--- src/logic/icl_pkg.sv ---
// Shared constants, types and decode helpers for the inclinometer SPI slave.
// Assumes a single 20 MHz system clock drives every module that uses it.
package icl_pkg;

  localparam int CMD_BITS = 8;
  localparam int ACC_BITS = 11;
  localparam int TEMP_BITS = 8;
  localparam int CNT_W = 4;

  localparam logic [7:0] CMD_MEASURE = 8'h00;
  localparam logic [7:0] CMD_TEMP = 8'h08;
  localparam logic [7:0] CMD_SELF_TEST_X = 8'h0E;
  localparam logic [7:0] CMD_SELF_TEST_Y = 8'h0F;
  localparam logic [7:0] CMD_RDX = 8'h10;
  localparam logic [7:0] CMD_RDY = 8'h11;

  // Refresh period of the data registers and its length in clock cycles.
  localparam int REFRESH_US = 150;
  localparam int CLK_HZ = 20000000;
  localparam int REFRESH_CYC = REFRESH_US * (CLK_HZ / 1000000);
  localparam int TMR_W = 12;

  localparam logic SYNC_HI = 1'b1;
  localparam logic SYNC_LO = 1'b0;
  localparam logic [CNT_W-1:0] CNT_ZERO = 4'h0;
  localparam logic [CNT_W-1:0] CNT_ONE = 4'h1;
  localparam logic [CNT_W-1:0] CMD_LAST = 4'h7;
  localparam logic [CNT_W-1:0] LEN_TEMP = 4'h8;
  localparam logic [7:0] BYTE_ZERO = 8'h00;

  typedef enum logic [3:0] {
    ST_IDLE = 4'h1,
    ST_CMD = 4'h2,
    ST_DATA = 4'h4,
    ST_LOCK = 4'h8
  } icl_state_t;

  typedef enum logic [2:0] {
    OP_MEASURE = 3'h0,
    OP_TEMP = 3'h1,
    OP_SELF_TEST_X = 3'h2,
    OP_SELF_TEST_Y = 3'h3,
    OP_RDX = 3'h4,
    OP_RDY = 3'h5,
    OP_BAD = 3'h6
  } icl_op_t;

  typedef enum logic [1:0] {
    SEL_X = 2'h0,
    SEL_Y = 2'h1,
    SEL_T = 2'h2
  } icl_sel_t;

  function automatic icl_op_t decode(input logic [7:0] c);
    case (c)
      CMD_MEASURE: decode = OP_MEASURE;
      CMD_TEMP: decode = OP_TEMP;
      CMD_SELF_TEST_X: decode = OP_SELF_TEST_X;
      CMD_SELF_TEST_Y: decode = OP_SELF_TEST_Y;
      CMD_RDX: decode = OP_RDX;
      CMD_RDY: decode = OP_RDY;
      default: decode = OP_BAD;
    endcase
  endfunction

  function automatic logic [CNT_W-1:0] resp_len(input icl_op_t op,
                                                input logic [CNT_W-1:0] acc);
    case (op)
      OP_TEMP: resp_len = LEN_TEMP;
      OP_RDX, OP_RDY: resp_len = acc;
      default: resp_len = CNT_ZERO;
    endcase
  endfunction

  function automatic icl_sel_t sel_of(input icl_op_t op);
    case (op)
      OP_RDY: sel_of = SEL_Y;
      OP_TEMP: sel_of = SEL_T;
      default: sel_of = SEL_X;
    endcase
  endfunction

endpackage

--- src/logic/icl_rd_if.sv ---
// Read path between the serial core and the sample register bank.
// Assumes both ends run on the same system clock.
`timescale 1ns/10ps
interface icl_rd_if #(parameter int W = icl_pkg::ACC_BITS);
  logic hold;
  icl_pkg::icl_sel_t sel;
  logic [W-1:0] data;
  modport core (output hold, output sel, input data);
  modport bank (input hold, input sel, output data);
endinterface

--- src/logic/icl_spi_slave.sv ---
// Serial command slave of a dual-axis inclinometer, with its sample bank.
// Assumes chip select, serial clock and serial data arrive asynchronously
// and that the serial clock is far slower than the system clock.
`timescale 1ns/10ps
module icl_spi_slave #(
  parameter int ACC_W = icl_pkg::ACC_BITS
) (
  input wire logic sys_clk,
  input wire logic reset,
  input wire logic chip_select_n,
  input wire logic sck,
  input wire logic mosi,
  output logic miso_o,
  output logic miso_oe,
  input wire logic [ACC_W-1:0] x_accel_in,
  input wire logic [ACC_W-1:0] y_accel_in,
  input wire logic [icl_pkg::TEMP_BITS-1:0] temp_in,
  output logic self_test_x,
  output logic self_test_y,
  output logic measure_mode
);

  if (ACC_W < icl_pkg::TEMP_BITS || ACC_W >= (1 << icl_pkg::CNT_W))
  begin : g_chk_width
    $error("Result width unsupported by the shift counter.");
  end

  localparam logic [icl_pkg::CNT_W-1:0] ACC_LEN =
    icl_pkg::CNT_W'(ACC_W);

  icl_rd_if #(.W(ACC_W)) rd_bus ();

  icl_sample_bank #(.ACC_W(ACC_W)) u_bank (
    .sys_clk(sys_clk),
    .reset(reset),
    .rd(rd_bus),
    .x_accel_in(x_accel_in),
    .y_accel_in(y_accel_in),
    .temp_in(temp_in)
  );

  // Pin synchronisers. Edges are judged between the second and third
  // stages so the first stage feeds nothing but the second.
  logic csn_s1_r, csn_s2_r, csn_s3_r;
  logic sck_s1_r, sck_s2_r, sck_s3_r;
  logic mosi_s1_r, mosi_s2_r;

  always_ff @(posedge sys_clk) begin
    if (reset) begin
      csn_s1_r <= icl_pkg::SYNC_HI;
      csn_s2_r <= icl_pkg::SYNC_HI;
      csn_s3_r <= icl_pkg::SYNC_HI;
      sck_s1_r <= icl_pkg::SYNC_LO;
      sck_s2_r <= icl_pkg::SYNC_LO;
      sck_s3_r <= icl_pkg::SYNC_LO;
      mosi_s1_r <= icl_pkg::SYNC_LO;
      mosi_s2_r <= icl_pkg::SYNC_LO;
    end else begin
      csn_s1_r <= chip_select_n;
      csn_s2_r <= csn_s1_r;
      csn_s3_r <= csn_s2_r;
      sck_s1_r <= sck;
      sck_s2_r <= sck_s1_r;
      sck_s3_r <= sck_s2_r;
      mosi_s1_r <= mosi;
      mosi_s2_r <= mosi_s1_r;
    end
  end

  logic selected, cs_fall, cs_rise, sck_rise, sck_fall;

  always_comb begin
    selected = !csn_s2_r;
    cs_fall = csn_s3_r && !csn_s2_r;
    cs_rise = !csn_s3_r && csn_s2_r;
    // Clock edges count only inside a frame.
    sck_rise = selected && !cs_fall && !sck_s3_r && sck_s2_r;
    sck_fall = selected && !cs_fall && sck_s3_r && !sck_s2_r;
  end

  // Frame state.
  icl_pkg::icl_state_t state_r, state_nxt;
  logic [icl_pkg::CNT_W-1:0] bit_cnt_r, bit_cnt_nxt;
  logic [icl_pkg::CNT_W-1:0] out_cnt_r, out_cnt_nxt;
  logic [7:0] cmd_r, cmd_nxt;
  logic [ACC_W-1:0] shift_r, shift_nxt;
  logic miso_r, miso_nxt, oe_r, oe_nxt;
  logic load_pend_r, load_pend_nxt;
  icl_pkg::icl_sel_t sel_r, sel_nxt;
  logic st_x_r, st_x_nxt, st_y_r, st_y_nxt;
  logic [7:0] cmd_full;
  icl_pkg::icl_op_t op_full;
  logic cmd_done;

  always_comb begin
    cmd_full = {cmd_r[icl_pkg::CMD_BITS-2:0], mosi_s2_r};
    op_full = icl_pkg::decode(cmd_full);
    cmd_done = sck_rise && state_r == icl_pkg::ST_CMD &&
               bit_cnt_r == icl_pkg::CMD_LAST;
    state_nxt = state_r;
    bit_cnt_nxt = bit_cnt_r;
    out_cnt_nxt = out_cnt_r;
    cmd_nxt = cmd_r;
    shift_nxt = shift_r;
    miso_nxt = miso_r;
    oe_nxt = oe_r;
    load_pend_nxt = load_pend_r;
    sel_nxt = sel_r;
    st_x_nxt = st_x_r;
    st_y_nxt = st_y_r;
    if (!selected) begin
      // Deselect aborts everything and clears counter and command.
      state_nxt = icl_pkg::ST_IDLE;
      bit_cnt_nxt = icl_pkg::CNT_ZERO;
      cmd_nxt = icl_pkg::BYTE_ZERO;
      out_cnt_nxt = icl_pkg::CNT_ZERO;
      oe_nxt = 1'b0;
      miso_nxt = 1'b0;
      load_pend_nxt = 1'b0;
    end else if (cs_fall) begin
      state_nxt = icl_pkg::ST_CMD;
      bit_cnt_nxt = icl_pkg::CNT_ZERO;
      cmd_nxt = icl_pkg::BYTE_ZERO;
    end else begin
      unique case (state_r)
        icl_pkg::ST_IDLE: begin
          state_nxt = icl_pkg::ST_IDLE;
        end
        icl_pkg::ST_CMD: begin
          if (sck_rise) begin
            cmd_nxt = cmd_full;
            bit_cnt_nxt = bit_cnt_r + icl_pkg::CNT_ONE;
            if (cmd_done) begin
              sel_nxt = icl_pkg::sel_of(op_full);
              out_cnt_nxt = icl_pkg::resp_len(op_full, ACC_LEN);
              load_pend_nxt = 1'b1;
              unique case (op_full)
                icl_pkg::OP_BAD: state_nxt = icl_pkg::ST_LOCK;
                default: state_nxt = icl_pkg::ST_DATA;
              endcase
              unique case (op_full)
                icl_pkg::OP_MEASURE: begin
                  st_x_nxt = 1'b0;
                  st_y_nxt = 1'b0;
                end
                icl_pkg::OP_SELF_TEST_X: st_x_nxt = 1'b1;
                icl_pkg::OP_SELF_TEST_Y: st_y_nxt = 1'b1;
                default: st_x_nxt = st_x_r;
              endcase
            end
          end
        end
        icl_pkg::ST_DATA: begin
          // Incoming data bits keep clocking with no gap and are not
          // stored; the temperature register is never written.
          if (sck_fall && out_cnt_r != icl_pkg::CNT_ZERO) begin
            oe_nxt = 1'b1;
            out_cnt_nxt = out_cnt_r - icl_pkg::CNT_ONE;
            if (load_pend_r) begin
              miso_nxt = rd_bus.data[ACC_W-1];
              shift_nxt = {rd_bus.data[ACC_W-2:0], 1'b0};
              load_pend_nxt = 1'b0;
            end else begin
              miso_nxt = shift_r[ACC_W-1];
              shift_nxt = {shift_r[ACC_W-2:0], 1'b0};
            end
          end else if (sck_fall && oe_r) begin
            miso_nxt = 1'b0;
          end
        end
        icl_pkg::ST_LOCK: begin
          // Only deselection leaves this state, returning it to ST_IDLE.
          oe_nxt = 1'b0;
        end
      endcase
    end
  end

  always_ff @(posedge sys_clk) begin
    if (reset) begin
      state_r <= icl_pkg::ST_IDLE;
      bit_cnt_r <= icl_pkg::CNT_ZERO;
      out_cnt_r <= icl_pkg::CNT_ZERO;
      cmd_r <= icl_pkg::BYTE_ZERO;
      shift_r <= '0;
      miso_r <= 1'b0;
      oe_r <= 1'b0;
      load_pend_r <= 1'b0;
      sel_r <= icl_pkg::SEL_X;
      st_x_r <= 1'b0;
      st_y_r <= 1'b0;
    end else begin
      state_r <= state_nxt;
      bit_cnt_r <= bit_cnt_nxt;
      out_cnt_r <= out_cnt_nxt;
      cmd_r <= cmd_nxt;
      shift_r <= shift_nxt;
      miso_r <= miso_nxt;
      oe_r <= oe_nxt;
      load_pend_r <= load_pend_nxt;
      sel_r <= sel_nxt;
      st_x_r <= st_x_nxt;
      st_y_r <= st_y_nxt;
    end
  end

  // The bank freezes its contents for the whole frame.
  assign rd_bus.hold = selected;
  assign rd_bus.sel = sel_r;
  assign miso_o = miso_r;
  assign miso_oe = oe_r;
  assign self_test_x = st_x_r;
  assign self_test_y = st_y_r;
  assign measure_mode = !st_x_r && !st_y_r;

  property p_deselect_clear;
    @(posedge sys_clk) disable iff (reset)
      cs_rise |=> state_r == icl_pkg::ST_IDLE && !miso_oe &&
                  bit_cnt_r == icl_pkg::CNT_ZERO &&
                  cmd_r == icl_pkg::BYTE_ZERO;
  endproperty
  a_deselect_clear: assert property (p_deselect_clear)
    else $error("Deselect did not clear the frame state.");

  property p_quiet_unselected;
    @(posedge sys_clk) disable iff (reset)
      (csn_s2_r && csn_s3_r) |-> !miso_oe && state_r == icl_pkg::ST_IDLE;
  endproperty
  a_quiet_unselected: assert property (p_quiet_unselected)
    else $error("Output driven while deselected.");

  property p_frame_start;
    @(posedge sys_clk) disable iff (reset)
      cs_fall |=> state_r == icl_pkg::ST_CMD && !miso_oe;
  endproperty
  a_frame_start: assert property (p_frame_start)
    else $error("Select did not open a command phase.");

  property p_capture_msb_first;
    @(posedge sys_clk) disable iff (reset)
      (sck_rise && state_r == icl_pkg::ST_CMD) |=>
        cmd_r == {$past(cmd_r[icl_pkg::CMD_BITS-2:0]),
                  $past(mosi_s2_r)} &&
        bit_cnt_r == $past(bit_cnt_r) + icl_pkg::CNT_ONE;
  endproperty
  a_capture_msb_first: assert property (p_capture_msb_first)
    else $error("Command bit not captured on the rising edge.");

  property p_first_bit;
    @(posedge sys_clk) disable iff (reset)
      (state_r == icl_pkg::ST_DATA && load_pend_r && sck_fall &&
       out_cnt_r != icl_pkg::CNT_ZERO) |=>
        miso_oe && miso_o == $past(rd_bus.data[ACC_W-1]);
  endproperty
  a_first_bit: assert property (p_first_bit)
    else $error("First answer bit not driven at the first falling edge.");

  property p_change_on_fall;
    @(posedge sys_clk) disable iff (reset)
      (miso_oe && $past(miso_oe) && $changed(miso_o)) |->
        $past(sck_fall);
  endproperty
  a_change_on_fall: assert property (p_change_on_fall)
    else $error("Output bit changed away from a falling clock edge.");

  property p_shift_next;
    @(posedge sys_clk) disable iff (reset)
      (state_r == icl_pkg::ST_DATA && !load_pend_r && sck_fall &&
       out_cnt_r != icl_pkg::CNT_ZERO) |=>
        miso_o == $past(shift_r[ACC_W-1]);
  endproperty
  a_shift_next: assert property (p_shift_next)
    else $error("Answer bit out of order.");

  property p_bad_lock;
    @(posedge sys_clk) disable iff (reset)
      (cmd_done && selected && !cs_fall && op_full == icl_pkg::OP_BAD)
        |=> state_r == icl_pkg::ST_LOCK ##1 !miso_oe;
  endproperty
  a_bad_lock: assert property (p_bad_lock)
    else $error("Unknown command did not lock the frame.");

  property p_measure_ends_test;
    @(posedge sys_clk) disable iff (reset)
      (cmd_done && selected && !cs_fall && op_full == icl_pkg::OP_MEASURE)
        |=> measure_mode && !self_test_x && !self_test_y;
  endproperty
  a_measure_ends_test: assert property (p_measure_ends_test)
    else $error("Measure command did not end self-test.");

  property p_self_test_start;
    @(posedge sys_clk) disable iff (reset)
      (cmd_done && selected && !cs_fall && op_full == icl_pkg::OP_SELF_TEST_Y)
        |=> self_test_y && $stable(self_test_x);
  endproperty
  a_self_test_start: assert property (p_self_test_start)
    else $error("Self-test command did not take effect.");

  property p_read_length;
    @(posedge sys_clk) disable iff (reset)
      (cmd_done && selected && !cs_fall &&
       (op_full == icl_pkg::OP_RDX || op_full == icl_pkg::OP_RDY))
        |=> out_cnt_r == ACC_LEN && sel_r != icl_pkg::SEL_T;
  endproperty
  a_read_length: assert property (p_read_length)
    else $error("Acceleration answer length or source wrong.");

  property p_temp_select;
    @(posedge sys_clk) disable iff (reset)
      (cmd_done && selected && !cs_fall && op_full == icl_pkg::OP_TEMP)
        |=> sel_r == icl_pkg::SEL_T && out_cnt_r == icl_pkg::LEN_TEMP;
  endproperty
  a_temp_select: assert property (p_temp_select)
    else $error("Temperature read set up wrongly.");

  property p_read_y_source;
    @(posedge sys_clk) disable iff (reset)
      (cmd_done && op_full == icl_pkg::OP_RDY) |=> sel_r == icl_pkg::SEL_Y;
  endproperty
  a_read_y_source: assert property (p_read_y_source)
    else $error("Y acceleration read selected the wrong source.");

endmodule

--- src/logic/icl_sample_bank.sv ---
// Holds the X, Y and temperature results and refreshes them periodically.
// Assumes converter results arrive on the system clock, already stable.
`timescale 1ns/10ps
module icl_sample_bank #(
  parameter int ACC_W = icl_pkg::ACC_BITS
) (
  input wire logic sys_clk,
  input wire logic reset,
  icl_rd_if.bank rd,
  input wire logic [ACC_W-1:0] x_accel_in,
  input wire logic [ACC_W-1:0] y_accel_in,
  input wire logic [icl_pkg::TEMP_BITS-1:0] temp_in
);

  localparam logic [icl_pkg::TMR_W-1:0] TMR_LAST =
    icl_pkg::TMR_W'(icl_pkg::REFRESH_CYC - 1);
  localparam int PAD_W = ACC_W - icl_pkg::TEMP_BITS;

  if (icl_pkg::REFRESH_CYC >= (1 << icl_pkg::TMR_W)) begin : g_chk_tmr
    $error("Refresh count does not fit the timer.");
  end

  logic [icl_pkg::TMR_W-1:0] tmr_r, tmr_nxt;
  logic [ACC_W-1:0] x_r, x_nxt, y_r, y_nxt, data_r, data_nxt;
  logic [icl_pkg::TEMP_BITS-1:0] t_r, t_nxt;
  logic tick;

  // The timer restarts whenever the frame holds the bank, so a full period
  // of deselection is needed before fresh data is guaranteed.
  always_comb begin
    tick = (tmr_r == TMR_LAST) && !rd.hold;
    tmr_nxt = (rd.hold || tick) ? '0 : tmr_r + 1'b1;
    x_nxt = tick ? x_accel_in : x_r;
    y_nxt = tick ? y_accel_in : y_r;
    t_nxt = tick ? temp_in : t_r;
    unique case (rd.sel)
      icl_pkg::SEL_Y: data_nxt = y_r;
      icl_pkg::SEL_T: data_nxt = {t_r, {PAD_W{1'b0}}};
      default: data_nxt = x_r;
    endcase
  end

  always_ff @(posedge sys_clk) begin
    if (reset) begin
      tmr_r <= '0;
      x_r <= '0;
      y_r <= '0;
      t_r <= '0;
      data_r <= '0;
    end else begin
      tmr_r <= tmr_nxt;
      x_r <= x_nxt;
      y_r <= y_nxt;
      t_r <= t_nxt;
      data_r <= data_nxt;
    end
  end

  assign rd.data = data_r;

  property p_hold_x;
    @(posedge sys_clk) disable iff (reset)
      rd.hold |=> $stable(x_r) && $stable(y_r) && $stable(t_r);
  endproperty
  a_hold_x: assert property (p_hold_x)
    else $error("Data registers changed while the frame is open.");

  property p_reload;
    @(posedge sys_clk) disable iff (reset)
      (tmr_r == TMR_LAST && !rd.hold) |=>
        x_r == $past(x_accel_in) && y_r == $past(y_accel_in) &&
        t_r == $past(temp_in);
  endproperty
  a_reload: assert property (p_reload)
    else $error("Data registers missed their periodic reload.");

endmodule

--- config.mk ---
export PLATFORM = sky130hd
export DESIGN_NAME = icl_spi_slave
export DESIGN_NICKNAME = d
export VERILOG_FILES = /design/src/logic/icl_pkg.sv /design/src/logic/icl_rd_if.sv /design/src/logic/icl_spi_slave.sv /design/src/logic/icl_sample_bank.sv
export SDC_FILE = /design/constraint.sdc
export NUM_CORES = 1
export LEC_CHECK = 0
export BUFFER_PORTS_ARGS = -buffer_cell sky130_fd_sc_hd__buf_2
export CORE_AREA = 3 3 90 92
export DETAILED_ROUTE_END_ITERATION = 8
export DIE_AREA = 0 0 93 95
export MAX_ROUTING_LAYER = met4
export PLACE_DENSITY = 0.8
export SLEW_MARGIN = 0
export SYNTH_ARGS = -nofsm -noshare
export SYNTH_HDL_FRONTEND = slang
export SYNTH_HIERARCHICAL = 1
export SYNTH_SLANG_ARGS = --single-unit
--- constraint.sdc ---
create_clock -name sys_clk -period 2 [get_ports sys_clk]
set_clock_uncertainty 0.1 [all_clocks]
set_input_delay 0.4 -clock sys_clk [delete_from_list [all_inputs] [get_ports sys_clk]]
set_output_delay 0.4 -clock sys_clk [all_outputs]
set_load 0.01 [all_outputs]
==> impl_metrics.csv <==
group,metric,value,unit
floorplan,die_h,95,um
logic_synthesis,synth_most_common_cell,"dfxtp_1",
global_route,antenna_found_initial,0,
final_layout,antenna_cells_inserted,0,
drt,detail-route-antenna-nets,0,
floorplan,fp.dieArea,8840,um^2
critical_path,critical_path.n_buffers_inverters,1,
timing,timing.final.crit_share,97.2,%
run,max_cap_violations,0,
clock_network,cts_htree_levels,3,
hold_path,hold-path-cell-count,2,
timing,slew_viol_final,0,
critical_path,timing.reg2reg.worst_path_depth,6,
drt,routedWlPerCell,14.5,um
timing,fmaxAchievable,0.514,GHz
power,p_leak,0.00153,uW
clock_network,clk_root_buffer_cell,"clkbuf_8",
logic_synthesis,synthDistinctLibCells,56,
clock_network,cts_buffers,9,
timing,fin_tns_setup,0,ns
power,cellInternalPower,2590,uW
final_layout,finalNetCount,543,
clock_network,tritoncts,"yes",
hold_path,hp-class,"input port to flop",
power,vdd_ir_max,0.627,mV
power,net-switching-power,792,uW
floorplan,num_io_pins,40,
global_route,grt_pass1_wl,15000,um
drt,via_count,3398,
status,run_status,"complete, no violations",
drt,drtIter0Drc,169,
clock_network,clock_sinks,97,
timing,least_margin_pin_slew,0.519,ns
drt,via_per_inst,5.61,
clock_network,latest_clock_arrival_within_the_worst_skew_pair,0.36,ns
floorplan,row_count,31,
logic_synthesis,synth_top_cells_by_area,"dfxtp_1, nand2_1, a21oi_1",
timing,setup_viol_count_final,0,
placement,post-place-ws,0.103,ns
critical_path,crit_path_cell_trace,"inv_1, ha_1, or3b_2, and4_4, nor3_2, a211oi_1",
power,total_power,3380,uW
power,sequentialPowerShare,57.8,%
drt,drt-total-wl,8810,um
timing,final_hold_viol_count,0,
global_route,grt_pass1_vias,3285,
critical_path,critPathMaxFanout,22,
power,power_frac_clock,39.5,%
critical_path,critical_path.slowest_cell,"or3b_2",
placement,placed_cells,590,
critical_path,end_kind,"flop",
critical_path,critical_path_rt,2.14,ns
logic_synthesis,synth.top_cell.area_share,47.5,%
global_route,gr-usage-all-layers,21.5,%
global_route,grt.overflow.total,0,
global_route,grt_max_degree,53,
floorplan,core_box_area,7290,um^2
logic_synthesis,postSynth.asyncResetShare,0,%
timing,timing.slew.headroom,65.4,%
critical_path,crit_path_max_incr_delay,0.50,ns
power,power.switching_fraction,23.4,%
drt,drc,0,
final_layout,fin_cells,606,
clock_network,cts_setup_buffers,0,
timing,fin_crit,1.94,ns
placement,dp_hpwl,5860,um
timing,finalHoldWorstSlack,0.121,ns
timing,layout_setup_ws,0.0556,ns
power,part_of_the_total_power_dissipated_in_combinational_logic,2.7,%
logic_synthesis,yosys-top-cells-count,"dfxtp_1, nand2_1, a21oi_1",
placement,gp_routability_congestion,0.926,
logic_synthesis,synth_enable_flop_cells,0,
floorplan,die_width,93,um
power,power_per_cell_area,737,nW/um^2
critical_path,setup.worst_path.start_class,"flop",
logic_synthesis,synth_nets,506,
final_layout,areaGrowthSynthToFinish,12.4,%
critical_path,path_depth,6,
logic_synthesis,synth.cell_area,4090,um^2
critical_path,cp.arrival,2.08,ns
drt,drt_pre_antenna_iters,4,
placement,io_buffer_count,39,
logic_synthesis,postSynthRegisterBits,97,
critical_path,crit_family,"simple AND/OR/NAND/NOR gates",
clock_network,max-clock-path-buffers,2,
logic_synthesis,syn_inst,465,
logic_synthesis,ys_warn_count,6,
critical_path,timing.setup.critical_path_class,"flop to flop",
clock_network,clk_pin_slew_worst_paths,0.10,ns
logic_synthesis,yosysSeqAreaShare,47.5,%
floorplan,initial_core_util,56.0,%
logic_synthesis,post_synthesis_mean_instance_area,8.79,um^2
final_layout,post_route_cells_drive_above_1_share,17.9,%
logic_synthesis,synth_area_leader_cell,"dfxtp_1",
logic_synthesis,ys.flop_type,"dfxtp_1",
==> registers in the layout, indices dropped and copies added, names as in the netlist, 2 cells and up <==
name and flops:
bit_cnt_r 4, cmd_r 7, out_cnt_r 4, rd_bus.sel 2
shift_r 10, state_r 4, u_bank/rd.data 11, u_bank/t_r 8
u_bank/tmr_r 12, u_bank/x_r 11, u_bank/y_r 11
==> worst reg2reg max path: stages (launching register included) <==
cell and delay [ns]:
dfxtp_1 0.33, inv_1 0.14, ha_1 0.16, or3b_2 0.50, and4_4 0.30, nor3_2 0.20
a211oi_1 0.10
==> cells by family (layout without fill, tap and decap cells) <==
group,after synthesis,count (layout),synth area share (%)
adder cells (fa/ha/maj),6,6,1.84
AO/OA/AOI/OAI,99,99,14.9
flip-flops,97,97,47.5
AND/OR/NAND/NOR,205,205,26.0
XOR/XNOR,11,11,2.36
multiplexers,10,10,2.48
buffers and inverters,37,79,4.84
==> path summary, 6_finish.rpt <==
path                                    start           end  slack (ns)
worst min-delay path            chip_select_n      csn_s1_r        0.12
worst max register to register   out_cnt_r[0]  out_cnt_r[1]        0.06
worst min register to register       csn_s1_r      csn_s2_r        0.33
worst max-delay path             out_cnt_r[0]  out_cnt_r[1]        0.06
==> layout make-up <==
| cell class | count | area [um^2] |
|---|---|---|
| sequential | 97 | 1940 |
| clock buffer | 9 | 124 |
| inverter | 10 | 37.5 |
| tap | 99 | 124 |
| multi-input combinational | 331 | 1970 |
| fill | 650 | 2700 |
| timing repair buffer | 53 | 313 |
| clock inverter | 7 | 87.6 |
==> layer usage <==
metal	up-vias	GRT usage, %	wire length [um]
met1	1613	27.0	4020
met3	21	3.51	341
met5	-	-	0
met4	0	9.89	189
met2	77	34.1	4260
li1	1687	-	-
==> layout by cell type, fill, tap and decap left out, types with 7 or more instances in the layout <==
| cell | instances |
|---|---|
| inv_1 | 9 |
| nor2_1 | 56 |
| a22oi_1 | 9 |
| a211oi_1 | 11 |
| nor3_1 | 7 |
| a21oi_1 | 59 |
| nand3_1 | 16 |
| clkbuf_8 | 9 |
| xor2_1 | 8 |
| mux2i_1 | 9 |
| buf_4 | 13 |
| dfxtp_1 | 97 |
| buf_2 | 39 |
| nand2_1 | 81 |
==> metrics by stage <==
step,area [um^2],utilization [%]
after global routing,4590,63.0
final,4590,63.0
after global placement,4360,59.8
after detailed placement,4360,59.8
after CTS,4570,62.7
after floorplan,4090,-
==> power by group through the flow <==
stage                     registers [uW]  logic, uW  clock network [uW]
after floorplan                     2000       45.0                   0
final                               1960       90.9                1340
after global routing                1960        103                1440
after global placement              2000       88.5                   0
after detailed placement            2000       90.2                   0
after CTS                           1960       91.5                1340
==> timing repair <==
action | 4_1_cts | 5_1_grt
resized for setup | 0 | 3
setup endpoints to repair | 0 | 2
hold buffers | 0 | 0
Note: power is estimated with default switching activity, not from simulation.
